$ cat src/sel_cfg.svh
/*
 constants of the serial eeprom link: opcodes, bit counts, timing.
 assumes a 10 MHz system clock on both ends.
*/
`ifndef SEL_CFG_SVH
`define SEL_CFG_SVH

`define SEL_CMD_SIG     8'hab
`define SEL_CMD_DPD     8'hb9
`define SEL_CMD_WREN    8'h06
`define SEL_CMD_WRSR    8'h01
`define SEL_CMD_WRITE   8'h02
`define SEL_SIG_DEFAULT 8'h5a

`define SEL_CMD_BITS    6'd8
`define SEL_WRSR_END    6'd16
`define SEL_ADDR_END    6'd32
`define SEL_DATA_WRAP   6'd33
`define SEL_DATA_END    6'd40
`define SEL_CNT_MAX     6'd63
`define SEL_BYTE_BITS   4'd8
`define SEL_BUF_FULL    2'd2

`define SEL_CLK_MHZ     10
`define SEL_REL_NS      3000
`define SEL_REL_CYC     8'((`SEL_REL_NS * `SEL_CLK_MHZ + 999) / 1000)

`define SEL_DIV_LAST    5'd7

`endif

$ cat src/sel_pkg.sv
/*
 types shared by both ends of the serial eeprom link.
 assumes sel_cfg.svh is on the include path.
*/
package sel_pkg;

    typedef enum logic [2:0] {
        PH_IDLE = 3'b000,
        PH_CMD  = 3'b001,
        PH_ADDR = 3'b010,
        PH_SIG  = 3'b011,
        PH_DATA = 3'b100,
        PH_SKIP = 3'b101
    } sel_ph_t;

    typedef enum logic [2:0] {
        H_IDLE = 3'b000,
        H_ARM  = 3'b001,
        H_TX   = 3'b010,
        H_RX   = 3'b011,
        H_END  = 3'b100,
        H_GAP  = 3'b101
    } sel_hph_t;

    typedef struct packed {
        logic       cs_s1;
        logic       cs_s2;
        logic       cs_d;
        logic       sck_s1;
        logic       sck_s2;
        logic       sck_d;
        logic       si_s1;
        logic       si_s2;
        logic       hold_s1;
        logic       hold_s2;
        logic       wp_s1;
        logic       wp_s2;
        sel_ph_t    phase;
        logic       paused;
        logic       armed;
        logic [5:0] cnt;
        logic [7:0] sh;
        logic [7:0] cmd;
        logic [7:0] sig_sh;
        logic       so;
        logic       so_oe_n;
        logic       dpd;
        logic [7:0] rel_cnt;
        logic       wel;
        logic       st_prot;
        logic       st_wr;
        logic       st_ref;
        logic [7:0] st_data;
        logic       wr_start;
        logic       standby;
    } sel_dev_st_t;

    typedef struct packed {
        sel_hph_t        phase;
        logic            cs_n;
        logic            sck;
        logic            si;
        logic            hold_n;
        logic            wp_n;
        logic            armed;
        logic [4:0]      div;
        logic [31:0]     tx;
        logic [5:0]      left;
        logic [3:0]      rd_left;
        logic [3:0]      bit8;
        logic [7:0]      rx;
        logic            so_s1;
        logic            so_s2;
        logic [1:0][7:0] bufm;
        logic            wp;
        logic            rp;
        logic [1:0]      bcnt;
        logic            rvalid;
        logic [7:0]      rdata;
        logic            ready;
    } sel_host_st_t;

endpackage

$ cat src/sel_link_if.sv
/*
 the four-wire link plus hold and write-protect pins.
 assumes a pull-up on the shared serial output wire.
*/
`timescale 1ns/1ps
interface sel_link_if;
    logic cs_n;
    logic sck;
    logic si;
    logic hold_n;
    logic wp_n;
    logic so;
    logic so_oe_n;
    logic so_line;

    // released wire floats high through the pull-up
    assign so_line = so_oe_n ? 1'b1 : so;

    modport dev (input cs_n, input sck, input si, input hold_n, input wp_n, output so, output so_oe_n);
    modport host (output cs_n, output sck, output si, output hold_n, output wp_n, input so_line);
endinterface

$ cat src/sel_dev.sv
/*
 device end: serial command front end with signature read, deep power-down,
 hold, write-protect gating and write-cycle start.
 assumes the master clocks far below i_sys_clk (at least 8 cycles per half
 period) and that i_wip comes from the programming engine on this clock.
*/
// What this block does
// - deep power-down ignores all but signature command
// - signature works awake, refused while writing
// - command, 24 dummy bits, then 8-bit signature
// - chip select high ends it, standby follows
// - extra clocks keep repeating the signature
// - early deselect still releases, after release delay
// - low selects, high deselects into standby
// - running write finishes before standby
// - deselected means serial output released
// - deselect after valid write starts cycle
// - master selects once after power-up first
// - output changes after falling clock edge
// - input sampled on rising clock edge
// - pin low and enable bit refuse status
// - pin change after write start ignored
// - enable bit clear ignores the pin
// - master keeps pause high when unused
// - pause mid-sequence keeps state, stays selected
// - pause acts now or at next fall
// - paused ignores clock, input and output
// - resume only while clock is low
// - pause low releases output at once
// - power-down only if deselected after bit eight
`timescale 1ns/1ps
`include "sel_cfg.svh"
module sel_dev
    import sel_pkg::*;
#(
    parameter logic [7:0] SIGNATURE = `SEL_SIG_DEFAULT // arbitrary value
)(
    // clock and reset
    input  wire logic       i_sys_clk,
    input  wire logic       i_rst,
    // link
    sel_link_if.dev         lnk,
    // device core
    input  wire logic       i_pin_enable,
    input  wire logic       i_wip,
    output logic            o_dpd,
    output logic            o_standby,
    output logic            o_wr_start,
    output logic            o_status_wr,
    output logic            o_status_refused,
    output logic [7:0]      o_status_data
);

    localparam sel_dev_st_t RST = '{
        cs_s1: 1'b1, cs_s2: 1'b1, cs_d: 1'b1,
        hold_s1: 1'b1, hold_s2: 1'b1, wp_s1: 1'b1, wp_s2: 1'b1,
        so_oe_n: 1'b1, standby: 1'b1, phase: PH_IDLE, default: '0};

    sel_dev_st_t s_ff;
    sel_dev_st_t nxt_s;
    logic        rise;
    logic        fall;
    logic        go;

    // the data write command counts whole data bytes after the address
    function automatic logic [5:0] cnt_inc(input logic [5:0] c, input logic wr);
        if (wr && c == `SEL_DATA_END)
            return `SEL_DATA_WRAP;
        else if (c == `SEL_CNT_MAX)
            return c;
        else
            return 6'(c + 6'd1);
    endfunction

    function automatic sel_ph_t cmd_phase(input logic [7:0] c, input logic dpd,
                                          input logic wip, input logic wel);
        if (dpd)
            return (c == `SEL_CMD_SIG) ? PH_ADDR : PH_SKIP;
        else if (c == `SEL_CMD_SIG)
            return wip ? PH_SKIP : PH_ADDR;
        else if ((c == `SEL_CMD_WRSR || c == `SEL_CMD_WRITE) && wel && !wip)
            return PH_DATA;
        else
            return PH_SKIP;
    endfunction

    always_comb
    begin
        nxt_s = s_ff;
        nxt_s.cs_s1 = lnk.cs_n;
        nxt_s.cs_s2 = s_ff.cs_s1;
        nxt_s.cs_d = s_ff.cs_s2;
        nxt_s.sck_s1 = lnk.sck;
        nxt_s.sck_s2 = s_ff.sck_s1;
        nxt_s.sck_d = s_ff.sck_s2;
        nxt_s.si_s1 = lnk.si;
        nxt_s.si_s2 = s_ff.si_s1;
        nxt_s.hold_s1 = lnk.hold_n;
        nxt_s.hold_s2 = s_ff.hold_s1;
        nxt_s.wp_s1 = lnk.wp_n;
        nxt_s.wp_s2 = s_ff.wp_s1;
        nxt_s.wr_start = 1'b0;
        nxt_s.st_wr = 1'b0;
        nxt_s.st_ref = 1'b0;
        rise = s_ff.sck_s2 && !s_ff.sck_d;
        fall = !s_ff.sck_s2 && s_ff.sck_d;

        // release delay runs out, then standby is allowed
        if (s_ff.rel_cnt != '0)
        begin
            nxt_s.rel_cnt = 8'(s_ff.rel_cnt - 8'd1);
            if (s_ff.rel_cnt == 8'd1)
                nxt_s.dpd = 1'b0;
        end

        // pause with clock high waits for the next fall
        if (!s_ff.hold_s2 && (!s_ff.sck_s2 || fall))
            nxt_s.paused = 1'b1;
        else if (s_ff.hold_s2 && !s_ff.sck_s2)
            nxt_s.paused = 1'b0;
        if (s_ff.cs_s2)
            nxt_s.paused = 1'b0;
        go = !s_ff.cs_s2 && !nxt_s.paused;

        if (!s_ff.cs_s2 && s_ff.cs_d)
        begin
            // first selection after reset only arms the front end
            nxt_s.phase = s_ff.armed ? PH_CMD : PH_SKIP;
            nxt_s.armed = 1'b1;
            nxt_s.cnt = '0;
            nxt_s.cmd = '0;
        end
        else if (s_ff.cs_s2 && !s_ff.cs_d)
        begin
            nxt_s.phase = PH_IDLE;
            if (s_ff.cmd == `SEL_CMD_DPD && s_ff.cnt == `SEL_CMD_BITS && !s_ff.dpd)
                nxt_s.dpd = 1'b1;
            if (s_ff.cmd == `SEL_CMD_WREN && s_ff.cnt == `SEL_CMD_BITS && !s_ff.dpd)
                nxt_s.wel = 1'b1;
            if (s_ff.phase == PH_DATA && s_ff.cmd == `SEL_CMD_WRSR && s_ff.cnt == `SEL_WRSR_END)
            begin
                if (s_ff.st_prot)
                    nxt_s.st_ref = 1'b1;
                else
                begin
                    nxt_s.st_wr = 1'b1;
                    nxt_s.wr_start = 1'b1;
                    nxt_s.wel = 1'b0;
                end
            end
            else if (s_ff.phase == PH_DATA && s_ff.cmd == `SEL_CMD_WRITE && s_ff.cnt == `SEL_DATA_END)
            begin
                nxt_s.wr_start = 1'b1;
                nxt_s.wel = 1'b0;
            end
        end
        else if (go && rise)
        begin
            nxt_s.sh = {s_ff.sh[6:0], s_ff.si_s2};
            nxt_s.cnt = cnt_inc(s_ff.cnt, s_ff.cmd == `SEL_CMD_WRITE);
            case (s_ff.phase)
                PH_CMD:
                begin
                    if (nxt_s.cnt == `SEL_CMD_BITS)
                    begin
                        nxt_s.cmd = nxt_s.sh;
                        nxt_s.phase = cmd_phase(nxt_s.sh, s_ff.dpd, i_wip, s_ff.wel);
                        // wake-up starts at bit eight, deselect or not
                        if (s_ff.dpd && nxt_s.sh == `SEL_CMD_SIG)
                            nxt_s.rel_cnt = `SEL_REL_CYC;
                    end
                end
                PH_ADDR:
                begin
                    if (nxt_s.cnt == `SEL_ADDR_END)
                    begin
                        nxt_s.phase = PH_SIG;
                        nxt_s.sig_sh = SIGNATURE;
                    end
                end
                PH_DATA:
                begin
                    // protection frozen here; later pin moves are ignored
                    if (s_ff.cmd == `SEL_CMD_WRSR && nxt_s.cnt == `SEL_WRSR_END)
                    begin
                        nxt_s.st_data = nxt_s.sh;
                        nxt_s.st_prot = !s_ff.wp_s2 && i_pin_enable;
                    end
                end
                default:
                begin
                end
            endcase
        end
        else if (go && fall && s_ff.phase == PH_SIG)
        begin
            nxt_s.so = s_ff.sig_sh[7];
            nxt_s.sig_sh = {s_ff.sig_sh[6:0], s_ff.sig_sh[7]};
        end

        // released when deselected, paused or hold low
        nxt_s.so_oe_n = !(!s_ff.cs_s2 && s_ff.hold_s2 && !nxt_s.paused
                          && s_ff.phase == PH_SIG);
        nxt_s.standby = s_ff.cs_s2 && !i_wip && s_ff.rel_cnt == '0 && !s_ff.dpd;
    end

    always_ff @(posedge i_sys_clk)
    begin
        if (i_rst)
            s_ff <= RST;
        else
            s_ff <= nxt_s;
    end

    assign lnk.so = s_ff.so;
    assign lnk.so_oe_n = s_ff.so_oe_n;
    assign o_dpd = s_ff.dpd;
    assign o_standby = s_ff.standby;
    assign o_wr_start = s_ff.wr_start;
    assign o_status_wr = s_ff.st_wr;
    assign o_status_refused = s_ff.st_ref;
    assign o_status_data = s_ff.st_data;

endmodule

$ cat src/flat_wrapper.sv
// flat-port wrapper written by rule: the top's interface ports become plain ports
module sel_dev_flat import sel_pkg::*;
#(
    parameter logic [7:0] SIGNATURE = `SEL_SIG_DEFAULT                   
)
  (i_sys_clk, i_rst, i_pin_enable, i_wip, o_dpd, o_standby, o_wr_start, o_status_wr, o_status_refused, o_status_data, lnk_cs_n, lnk_sck, lnk_si, lnk_hold_n, lnk_wp_n, lnk_so, lnk_so_oe_n);
  sel_link_if lnk_i ();
  input  wire logic i_sys_clk;
  input  wire logic i_rst;
  input  wire logic i_pin_enable;
  input  wire logic i_wip;
  output logic o_dpd;
  output logic o_standby;
  output logic o_wr_start;
  output logic o_status_wr;
  output logic o_status_refused;
  output logic [7:0] o_status_data;
  input wire logic [$bits(lnk_i.cs_n)-1:0] lnk_cs_n;
  input wire logic [$bits(lnk_i.sck)-1:0] lnk_sck;
  input wire logic [$bits(lnk_i.si)-1:0] lnk_si;
  input wire logic [$bits(lnk_i.hold_n)-1:0] lnk_hold_n;
  input wire logic [$bits(lnk_i.wp_n)-1:0] lnk_wp_n;
  output wire logic [$bits(lnk_i.so)-1:0] lnk_so;
  output wire logic [$bits(lnk_i.so_oe_n)-1:0] lnk_so_oe_n;
  assign lnk_i.cs_n = lnk_cs_n;
  assign lnk_i.sck = lnk_sck;
  assign lnk_i.si = lnk_si;
  assign lnk_i.hold_n = lnk_hold_n;
  assign lnk_i.wp_n = lnk_wp_n;
  assign lnk_so = lnk_i.so;
  assign lnk_so_oe_n = lnk_i.so_oe_n;
  sel_dev #(.SIGNATURE(SIGNATURE)) u_core (.i_sys_clk(i_sys_clk), .i_rst(i_rst), .lnk(lnk_i), .i_pin_enable(i_pin_enable), .i_wip(i_wip), .o_dpd(o_dpd), .o_standby(o_standby), .o_wr_start(o_wr_start), .o_status_wr(o_status_wr), .o_status_refused(o_status_refused), .o_status_data(o_status_data));
endmodule
$ cat config.mk
export PLATFORM = sky130hd
export DESIGN_NAME = sel_dev_flat
export DESIGN_NICKNAME = d
export VERILOG_FILES = /design/src/sel_pkg.sv /design/src/sel_link_if.sv /design/src/sel_dev.sv /design/src/flat_wrapper.sv
export VERILOG_INCLUDE_DIRS = /design/src
export SDC_FILE = /design/constraint.sdc
export NUM_CORES = 1
export LEC_CHECK = 0
export BUFFER_PORTS_ARGS = -buffer_cell sky130_fd_sc_hd__buf_2
export CAP_MARGIN = 40
export CORE_ASPECT_RATIO = 1.2
export CORE_MARGIN = 2
export CORE_UTILIZATION = 60
export DETAILED_ROUTE_END_ITERATION = 6
export GPL_TIMING_DRIVEN = 0
export PLACE_DENSITY = 0.79
export SKIP_CTS_REPAIR_TIMING = 1
export SLEW_MARGIN = 20
export SYNTH_ARGS = -nofsm -noshare
export SYNTH_HDL_FRONTEND = slang
export SYNTH_SLANG_ARGS = --single-unit
$ cat constraint.sdc
create_clock -name i_sys_clk -period 6.45 [get_ports i_sys_clk]
set_input_delay 1.935 -clock i_sys_clk [delete_from_list [all_inputs] [get_ports i_sys_clk]]
set_output_delay 1.935 -clock i_sys_clk [all_outputs]
set_load 0.03 [all_outputs]
* Word level (Yosys, flattened, before mapping)
Cells that the tools add are included.
Storage, ports and cells: register bits after elaboration 71, bits in latches 0, memory bits (writable) 0, memory bits (read-only) 0, input port bits 9, output and inout port bits 15, logic and storage cells 171, memories 0
Operators by class: $add $sub $neg 2, $mul 0, div/mod/pow operators 0, order comparisons 0, equality and inequality tests 23, shift-type cells 0, mux-type cells 54, bitwise logic cells 4, reductions and logical operators 58
Operator list (count):
- two-way mux 8 bit | 12
- logical AND 1 bit | 30
- two-way mux 3 bit | 10
- two-way mux 6 bit | 5
- equality test 8 x 1 -> 1 bit (second input constant) | 3
- two-way mux 22 bit | 1
- two-way mux 1 bit | 21
- equality test 6 bit (second input constant) | 3
- two-way mux 9 bit | 2
- equality test 8 x 2 -> 1 bit (second input constant) | 2
- equality test 8 bit (second input constant) | 2
- equality test 6 x 4 -> 1 bit (second input constant) | 2
- equality test 6 x 5 -> 1 bit (second input constant) | 2
- AND reduction 4 bit | 3
- zero test 1 bit | 10
- AND reduction 5 bit | 2
- equality test 8 x 3 -> 1 bit (second input constant) | 1
- zero test 8 bit | 1
- != test 4 x 1 -> 1 bit (second input constant) | 2
- nonzero test 8 bit | 1
- subtractor 8 x 1 -> 8 bit (second input constant) | 1
- adder 6 x 1 -> 6 bit (second input constant) | 1
- equality test 3 x 2 -> 1 bit (second input constant) | 2
- case mux 3 bit (2 select lines) | 1
- 14 further kinds | 21

* Longest topological paths before layout
Gate-level depths: netlist (run 1).
depth after elaboration 19, mapped depth 9, gate-level depth less buffers 8

* Worst setup path after synthesis (run 1)
OpenSTA, ideal clock, no wires.
path type input port to flip-flop, start point in i_rst, end point reg u_core.s_ff (netlist bit u_core.o_wr_start), setup time 128 ps, data arrival time 2849 ps, data required time 6322 ps, setup slack 3473 ps, stages 5, path buffers 3, cell sequence clkbuf_1 or2_2 clkbuf_1 clkbuf_1 nor2_1
Between the ends: word-level cells in the longest chain between the ends 1
RTL lines:
- start: declaration | line flat_wrapper.sv:9 | input wire logic i_rst;
- OR reduction 3 bit (no source line)
- end signal: assignment | line sel_dev.sv:212 | s_ff <= nxt_s;
- end: declaration | line sel_dev.sv:59 | sel_dev_st_t s_ff;
No other way between the ends. A chain may end at the register's enable or synchronous reset.

* Worst setup path after layout (run 1)
start point reg u_core.s_ff (netlist bit u_core.o_dpd), end point out o_dpd
RTL lines:
- end: declaration | line flat_wrapper.sv:12 | output logic o_dpd;
No word-level cell between the ends.

==> results of run 1 <==
## how the worst max path moves through the flow
stage                  from           endpoint  slack (ns)  cells past startpoint
6_report       u_core.o_dpd              o_dpd        3.43                      1
5_1_grt               i_rst    u_core.s_ff[38]        3.30                      5
4_1_cts        u_core.o_dpd              o_dpd        3.44                      1
3_5_place_dp          i_rst    u_core.s_ff[50]        3.10                      5
3_3_place_gp          i_rst    u_core.s_ff[50]        3.11                      5
2_1_floorplan         i_rst  u_core.o_wr_start        3.47                      5
## cells by family (layout without fill, tap and decap cells)
group	Yosys count	count (layout)	synth area share [%]
multiplexers	21	21	6.45
buffers and inverters	39	78	6.26
flip-flops	71	71	43.6
AO/OA/AOI/OAI	59	59	13.2
AND/OR/NAND/NOR	162	162	27.1
adder cells (fa/ha/maj)	6	6	2.30
XOR/XNOR	4	4	1.08
## report_power, final
part           internal (mW)  switching [mW]  leakage (nW)
Sequential             0.461          0.0225         0.576
Combinational         0.0588          0.0887         0.835
Clock                  0.189           0.158        0.0936
## sequential cells by signal (all words and copies together), names as in the netlist
register and flops:
u_core.s_ff 49, u_core.o_status_data 8, u_core.nxt_s 7, u_core.lnk.so 1, u_core.lnk.so_oe_n 1, u_core.o_dpd 1, u_core.o_standby 1, u_core.o_status_refused 1
u_core.o_status_wr 1, u_core.o_wr_start 1
## synthesized netlist by cell type, types with 2 or more instances
library cell | instances | area share [%]
nand3_1 | 15 | 2.3
dfxtp_1 | 71 | 44
nand2_1 | 36 | 4.1
o21ai_0 | 7 | 1.1
nand3_2 | 2 | 0.61
inv_1 | 15 | 1.7
and4b_1 | 2 | 0.61
xnor2_1 | 3 | 0.81
or2_2 | 7 | 1.3
o31a_1 | 6 | 1.6
and3_1 | 4 | 0.77
buf_4 | 9 | 2.1
clkbuf_1 | 9 | 1.0
nor3_1 | 14 | 2.1
a211oi_2 | 4 | 1.5
a221oi_1 | 2 | 0.54
buf_6 | 3 | 1.0
a21oi_1 | 22 | 3.4
or4b_1 | 2 | 0.61
and2_1 | 2 | 0.38
ha_1 | 6 | 2.3
a31oi_1 | 4 | 0.77
mux2i_1 | 21 | 6.4
nand4_1 | 5 | 0.96
nor4_1 | 4 | 0.77
nor3b_1 | 2 | 0.46
nand2b_1 | 2 | 0.38
nor2b_1 | 9 | 1.7
nor2_1 | 39 | 4.5
## per-stage QoR
stage | power [mW] | utilization [%] | std cells | hold WS, ns | setup slack, ns
after floorplan | 0.603 | - | 362 | 0.358 | 3.47
after CTS | 0.982 | 69.2 | 462 | 0.397 | 3.44
final | 0.979 | 69.3 | 463 | 0.398 | 3.43
after global placement | 0.630 | 65.5 | 446 | 0.382 | 3.11
after detailed placement | 0.639 | 65.5 | 446 | 0.382 | 3.10
after global routing | 1.03 | 69.3 | 463 | 0.430 | 3.30
## final cells by class
type | instances | area, um2
Clock inverter | 3 | 42.5
Tap cell | 62 | 77.6
Sequential cell | 71 | 1420
Timing Repair Buffer | 23 | 115
Buffer | 23 | 144
Fill cell | 410 | 1620
Multi-Input combinational cell | 252 | 1630
Clock buffer | 13 | 149
Inverter | 16 | 60.1
## layer usage
layer / track usage (%) / vias up / part of all wire, %
met5: 0 / - / 0
met4: 11.3 / 0 / 1.3
met1: 31.5 / 1276 / 43
met3: 5.04 / 10 / 4.6
met2: 42.6 / 74 / 51
li1: - / 1331 / -
==> impl_metrics.json, run 1 <==
{
  "worst_path_max_delay_cell": "dfxtp_1",
  "holdPathEnd": "u_core.lnk.so_oe_n",
  "worst_pin_slew_ns": 0.605,
  "worstSetupEndpointType": "output port",
  "fin_crit_sh_pct": 46.8,
  "arrival_ns": 1.08,
  "via_per_inst": 5.81,
  "hpwl_mm": 5.04,
  "final_area_mm2": 0.00364,
  "rsz0062_at_grt": "false",
  "setup_viol": 0,
  "grt_remaining_overflow": 0,
  "drv_slew": 0,
  "grt_max_degree": 12,
  "mostFrequentLayoutCells": "71 x dfxtp_1, 39 x nor2_1, 36 x nand2_1",
  "die-width_um": 71.3,
  "min_path_cells": 1,
  "synth-seq-cells": 71,
  "final_common_cell": "dfxtp_1",
  "final_nets": 411,
  "die_y_um": 84.7,
  "yosys_most_used_dff": "dfxtp_1",
  "layout-drive-gt1-share_pct": 19.5,
  "die_area_mm2": 0.00604,
  "ios": 24,
  "cpLargestDelayFamily": "flip-flops",
  "irDropWorstVdd_v": 0.000226,
  "clk_latency_ns": 0.34,
  "finClkSkew_ns": 0.00960,
  "required_ns": 4.51,
  "outcome": "finished, final reports clean",
  "antenna_found_initial": 0,
  "cts.sink_count": 71,
  "diodes": 0,
  "syn_area_mm2": 0.00326,
  "routedWlPerCell_um": 15.1,
  "power_density_mw_per_mm2": 269,
  "r2r_end": "u_core.s_ff[12]",
  "hold_class": "flop to flop",
  "crit_path_max_fanout": 7,
  "cts_tree": "yes",
  "num_vias": 2691,
  "yosysSeqAreaShare_pct": 43.6,
  "critPathMaxStageDelay_ns": 0.48,
  "num_rows": 29,
  "max_freq_ghz": 0.332,
  "clk_pin_slew_ns": 0.08,
  "drt-pass1-iter-count": 4,
  "syn_nets": 377,
  "wirelength_mm": 6.97,
  "core_mm2": 0.00526,
  "areaGrowthSynthToFinish_pct": 11.8,
  "antenna_left": 0,
  "timing.slew.headroom_pct": 59.6,
  "startpoint_type": "flop",
  "cts_made_buffers": 9,
  "fin_tns_setup_ns": 0,
  "grt_use_total_pct": 25.5,
  "ys_async_sr_fraction_pct": 0,
  "io_buffers": 22,
  "h-tree-depth": 3,
  "crit_buf_inv": 1,
  "hold_viol_final": 0,
  "crit_type": "flop to output port",
  "hp-start": "u_core.s_ff[62]",
  "r2r_setup_slack_ns": 3.84,
  "p_leak_nw": 1.51,
  "maxCapViolCount": 0,
  "placed_cell_area_mm2": 0.00345,
  "gp_congestion": 0.855,
  "worstPathCellList": "buf_2",
  "r2r_start": "u_core.nxt_s[69]",
  "avgSynthCellArea_um2": 9.00,
  "start_util_pct": 62.0,
  "netlist_instances": 362,
  "yosys.cell_types.count": 64,
  "grt_pass1_vias": 2658,
  "grt_pass1_wl_mm": 12.2,
  "rr_worst_depth": 9,
  "ys_warn_count": 0,
  "synth_edf_count": 0,
  "cts_buffer_depth": 2,
  "cts_root_buf": "clkbuf_8",
  "drt_iter0_markers": 245,
  "drc_errors": 0,
  "fin_crit_ns": 3.02
}
Note: power is estimated with default switching activity, not from simulation.
==> run 2, diff against run 1 <==
- CORE_UTILIZATION: 60 -> 59
- PLACE_DENSITY: 0.79 -> 0.78
- clock period: 6.45 -> 3.1 ns (I/O delays scaled with it)
==> impl_metrics.json, run 2 (synthesized netlist as in run 1, its figures left out) <==
{
  "max_freq_ghz": 0.391,
  "grt_remaining_overflow": 0,
  "grt_pass1_vias": 2576,
  "wirelength_mm": 6.74,
  "antenna_found_initial": 0,
  "final_nets": 411,
  "layout-drive-gt1-share_pct": 19.7,
  "die-width_um": 71.9,
  "outcome": "finished, final reports clean",
  "clk_latency_ns": 0.35,
  "grt_pass1_wl_mm": 11.4,
  "grtUsageMet3_pct": 5.46,
  "clk_pin_slew_ns": 0.07,
  "startpoint_type": "flop",
  "finClkSkew_ns": 0.00680,
  "worstSetupEndpointType": "flop",
  "globalRouteMet2Util_pct": 38.7,
  "timing.slew.headroom_pct": 58.4,
  "rsz0062_at_grt": "false",
  "final_area_mm2": 0.00366,
  "drt_iter0_markers": 177,
  "fin_crit_ns": 2.56,
  "cpLargestDelayFamily": "simple AND/OR/NAND/NOR gates",
  "setup_viol": 0,
  "gp_congestion": 0.856,
  "die_area_mm2": 0.00614,
  "diodes": 0,
  "power_density_mw_per_mm2": 569,
  "largest_register_ff_count": 49,
  "irDropWorstVdd_v": 0.000526,
  "hpwl_mm": 4.86,
  "critPathMaxStageDelay_ns": 0.50,
  "crit_start": "u_core.s_ff[49]",
  "r2r_start": "u_core.s_ff[49]",
  "hold_viol_final": 0,
  "io_buffers": 22,
  "antenna_left": 0,
  "hold_class": "flop to flop",
  "crit_buf_inv": 1,
  "p_leak_nw": 1.51,
  "fin_crit_sh_pct": 82.6,
  "worstPathCellList": "inv_1, ha_1, nor4_1, nand4b_2, or2_1, a32o_1, a221oi_1",
  "cts_tree": "yes",
  "die_y_um": 85.4,
  "worst_pin_slew_ns": 0.624,
  "num_rows": 29,
  "cts_made_buffers": 9,
  "fill_cells": 433,
  "routedWlPerCell_um": 14.6,
  "grtUsageMet1_pct": 29.3,
  "drv_slew": 0,
  "crit_path_max_fanout": 9,
  "hp-start": "u_core.s_ff[62]",
  "mostFrequentLayoutCells": "71 x dfxtp_1, 39 x nor2_1, 36 x nand2_1",
  "areaGrowthSynthToFinish_pct": 12.4,
  "num_vias": 2666,
  "arrival_ns": 2.80,
  "h-tree-depth": 3,
  "final_common_cell": "dfxtp_1",
  "grt_busiest_layer": "met2",
  "drc_errors": 0,
  "maxCapViolCount": 0,
  "drt-pass1-iter-count": 5,
  "start_util_pct": 61.5,
  "worst_path_max_delay_cell": "dfxtp_1",
  "required_ns": 3.34,
  "grt_max_degree": 12,
  "utilization_pct": 69.1,
  "crit_type": "flop to flop",
  "ios": 24,
  "grt_use_total_pct": 23.7,
  "placed_cell_area_mm2": 0.00345,
  "p_total_mw": 2.08,
  "top_register": "u_core.s_ff",
  "cts_buffer_depth": 2,
  "core_mm2": 0.00530,
  "via_per_inst": 5.76,
  "cts_root_buf": "clkbuf_8",
  "cts.sink_count": 71,
  "fin_tns_setup_ns": 0
}
[run 2: cell count changes in the layout (fill, tap and decap cells not counted), sizes merged]
cell    before  now
clkinv       1    0
clkbuf      23   24
[run 2: metal layers]
metal | wire, um | up-vias
li1 | - | 1329
met1 | 2960 | 1249
met2 | 3320 | 74
met3 | 303 | 14
met4 | 155 | 0
met5 | 0 | -
[run 2: worst reg2reg max path, cell delays in order (launching register included)]
cell and delay [ns]:
dfxtp_1 0.50, inv_1 0.10, ha_1 0.36, nor4_1 0.34
nand4b_2 0.27, or2_1 0.30, a32o_1 0.28, a221oi_1 0.30
[run 2: layout make-up]
class	count	area (um2)	share of cell area, %
timing repair buffer	23	115	3.14
clock buffer	14	173	4.71
tap	62	77.6	2.12
inverter	16	60.1	1.64
buffer	23	144	3.93
clock inverter	2	37.5	1.02
sequential	71	1420	38.8
multi-input combinational	252	1630	44.6
[run 2: path summary, 6_finish.rpt]
path | to | slack [ns] | cells after the start
worst max-delay path | u_core.s_ff[57] | 0.54 | 7
worst min-delay path | u_core.lnk.so_oe_n | 0.41 | 1
worst max register to register | u_core.s_ff[57] | 0.54 | 7
worst min register to register | u_core.lnk.so_oe_n | 0.41 | 1
[run 2: report_power, final]
part / switching, mW / internal, mW / total [mW]
combinational: 0.189 / 0.123 / 0.312
sequential: 0.0461 / 0.960 / 1.01
clock: 0.327 / 0.438 / 0.765
total: 0.562 / 1.52 / 2.08
[run 2: metrics by stage]
stage                     setup slack [ns]  cells  hold WS, ns
after global placement               0.598    446        0.382
after detailed placement             0.476    446        0.385
after floorplan                      0.952    362        0.358
after CTS                            0.451    462        0.408
final                                0.540    463        0.405
after global routing                 0.418    463        0.420
==> run 3, diff against run 2 <==
- ABC_AREA: default -> 1
- CORE_UTILIZATION: 59 -> 60
- PLACE_DENSITY: 0.78 -> 0.79
- clock period: 3.1 -> 2.4 ns (I/O delays scaled with it)
==> impl_metrics.json, run 3 <==
{
  "crit_path_max_fanout": 7,
  "final_nets": 521,
  "ys_warn_count": 0,
  "areaGrowthSynthToFinish_pct": 11.6,
  "antenna_left": 0,
  "via_per_inst": 5.15,
  "fin_crit_ns": 2.12,
  "required_ns": 2.64,
  "mostFrequentLayoutCells": "86 x nand2_1, 72 x nor2_1, 71 x dfxtp_1",
  "io_buffers": 23,
  "fin_tns_setup_ns": 0,
  "dp.cells": 557,
  "yosysSeqAreaShare_pct": 42.5,
  "die_area_mm2": 0.00619,
  "grt_pass1_vias": 2840,
  "largest_register_ff_count": 49,
  "antenna_found_initial": 0,
  "worst_pin_slew_ns": 0.554,
  "setup_viol": 0,
  "p_leak_nw": 1.74,
  "yosys.cell_types.count": 35,
  "synth.most_common_cell": "nand2_1",
  "cts_buffer_depth": 2,
  "clk_latency_ns": 0.35,
  "grt_max_degree": 14,
  "p_total_mw": 2.64,
  "synth-seq-cells": 71,
  "power_density_mw_per_mm2": 707,
  "cts_tree": "yes",
  "utilization_pct": 70.0,
  "die_y_um": 85.8,
  "maxCapViolCount": 0,
  "ys_async_sr_fraction_pct": 0,
  "fin_hold_ws_ns": 0.403,
  "grt_use_total_pct": 24.4,
  "startpoint_type": "flop",
  "placed_cell_area_mm2": 0.00354,
  "instances_no_fill": 573,
  "timing.slew.headroom_pct": 62.8,
  "syn_nets": 487,
  "gp_congestion": 0.917,
  "outcome": "finished, final reports clean",
  "synth_top_area_cell": "dfxtp_1",
  "drv_slew": 0,
  "yosysTopAreaCellShare_pct": 42.5,
  "wirelength_mm": 6.86,
  "syn_area_mm2": 0.00334,
  "h-tree-depth": 3,
  "cts_root_buf": "clkbuf_8",
  "grt_pass1_wl_mm": 12.0,
  "avgSynthCellArea_um2": 7.08,
  "yosys_most_used_dff": "dfxtp_1",
  "cts.sink_count": 71,
  "synth_common_cells": "86 x nand2_1, 72 x nor2_1, 71 x dfxtp_1",
  "top_register": "u_core.s_ff",
  "crit_type": "flop to flop",
  "fin_crit_sh_pct": 88.5,
  "netlist_instances": 472,
  "drt-pass1-iter-count": 4,
  "drt_iter0_markers": 155,
  "ios": 24,
  "synth_edf_count": 0,
  "layout-drive-gt1-share_pct": 15.5,
  "hold_class": "flop to flop",
  "hold_viol_final": 0,
  "max_freq_ghz": 0.471,
  "hpwl_mm": 5.07,
  "drc_errors": 0,
  "irDropWorstVdd_v": 0.000645,
  "fin_ws_ns": 0.277,
  "final_common_cell": "nand2_1",
  "routedWlPerCell_um": 12.0,
  "num_rows": 29,
  "rsz0062_at_grt": "false",
  "num_vias": 2950,
  "final_area_mm2": 0.00373,
  "synthTopCellsByArea": "dfxtp_1 43%, nand2_1 9.7%, nor2_1 8.1%, inv_1 7.4%, a21oi_1 4.3%",
  "cts_made_buffers": 9,
  "die-width_um": 72.1,
  "worstSetupEndpointType": "flop",
  "arrival_ns": 2.37,
  "finClkSkew_ns": 0.00654,
  "dp_worst_setup_slack_ns": 0.301,
  "start_util_pct": 62.7,
  "core_mm2": 0.00533,
  "grt_remaining_overflow": 0,
  "clk_pin_slew_ns": 0.08,
  "diodes": 0
}
[run 3: cell count changes after synthesis, sizes merged, moves of 6 or more]
cell	before	now
inv	16	73
nand2	36	89
nand3	17	31
nor2	39	75
nor2b	9	0
o31a	6	0
o21ai	8	32
mux2i	21	0
a21oi	23	29
[run 3: layout make-up]
| class | count | area (um2) |
|---|---|---|
| plain buffers | 19 | 118 |
| clock buffers | 9 | 124 |
| clock inverters | 7 | 71.3 |
| fillers | 459 | 1600 |
| inverters | 73 | 274 |
| multi-input cells | 309 | 1530 |
| flip-flops and latches | 71 | 1420 |
| well taps | 62 | 77.6 |
| repair buffers | 23 | 115 |
[run 3: path summary, 6_finish.rpt]
kind | from | end | slack [ns] | depth (start not counted)
setup reg to reg | u_core.s_ff[49] | u_core.s_ff[20] | 0.28 | 13
hold / removal | u_core.nxt_s[67] | u_core.nxt_s[66] | 0.40 | 2
hold reg to reg | u_core.nxt_s[67] | u_core.nxt_s[66] | 0.40 | 2
setup / recovery | u_core.s_ff[49] | u_core.s_ff[20] | 0.28 | 13
[run 3: logic make-up (layout without fill, tap and decap cells)]
family	Yosys count	after routing	synth area share (%)
AOI/OAI and AO/OA	71	71	11.6
DFF	71	71	42.5
buffers and inverters	92	131	11.7
xor gates and xnor gates	3	3	0.786
and+or+nand+nor	229	229	31.1
adders and majority gates	6	6	2.25
[run 3: worst max-delay path: stages (launching register included)]
cell	delay, ns
dfxtp_1	0.35
inv_1	0.11
ha_1	0.21
nand3_1	0.16
nor2_1	0.13
nand2_1	0.10
nand2_1	0.09
nand3_1	0.07
nor2_1	0.15
nand3_2	0.17
inv_2	0.09
nand2_1	0.16
nand3_1	0.17
a21oi_1	0.06
[run 3: per-layer routing]
layer / part of all wire, % / up-vias / GRT usage (%)
met5: 0 / - / 0
met4: 2.0 / 0 / 9.26
met3: 4.3 / 13 / 5.52
met2: 49 / 75 / 41.7
met1: 45 / 1301 / 29.5
li1: - / 1561 / -
[run 3: where the power goes]
| group | switching, mW | internal (mW) | total, mW |
|---|---|---|---|
| clock | 0.471 | 0.479 | 0.950 |
| sequential | 0.0375 | 1.24 | 1.28 |
| combinational | 0.265 | 0.147 | 0.411 |
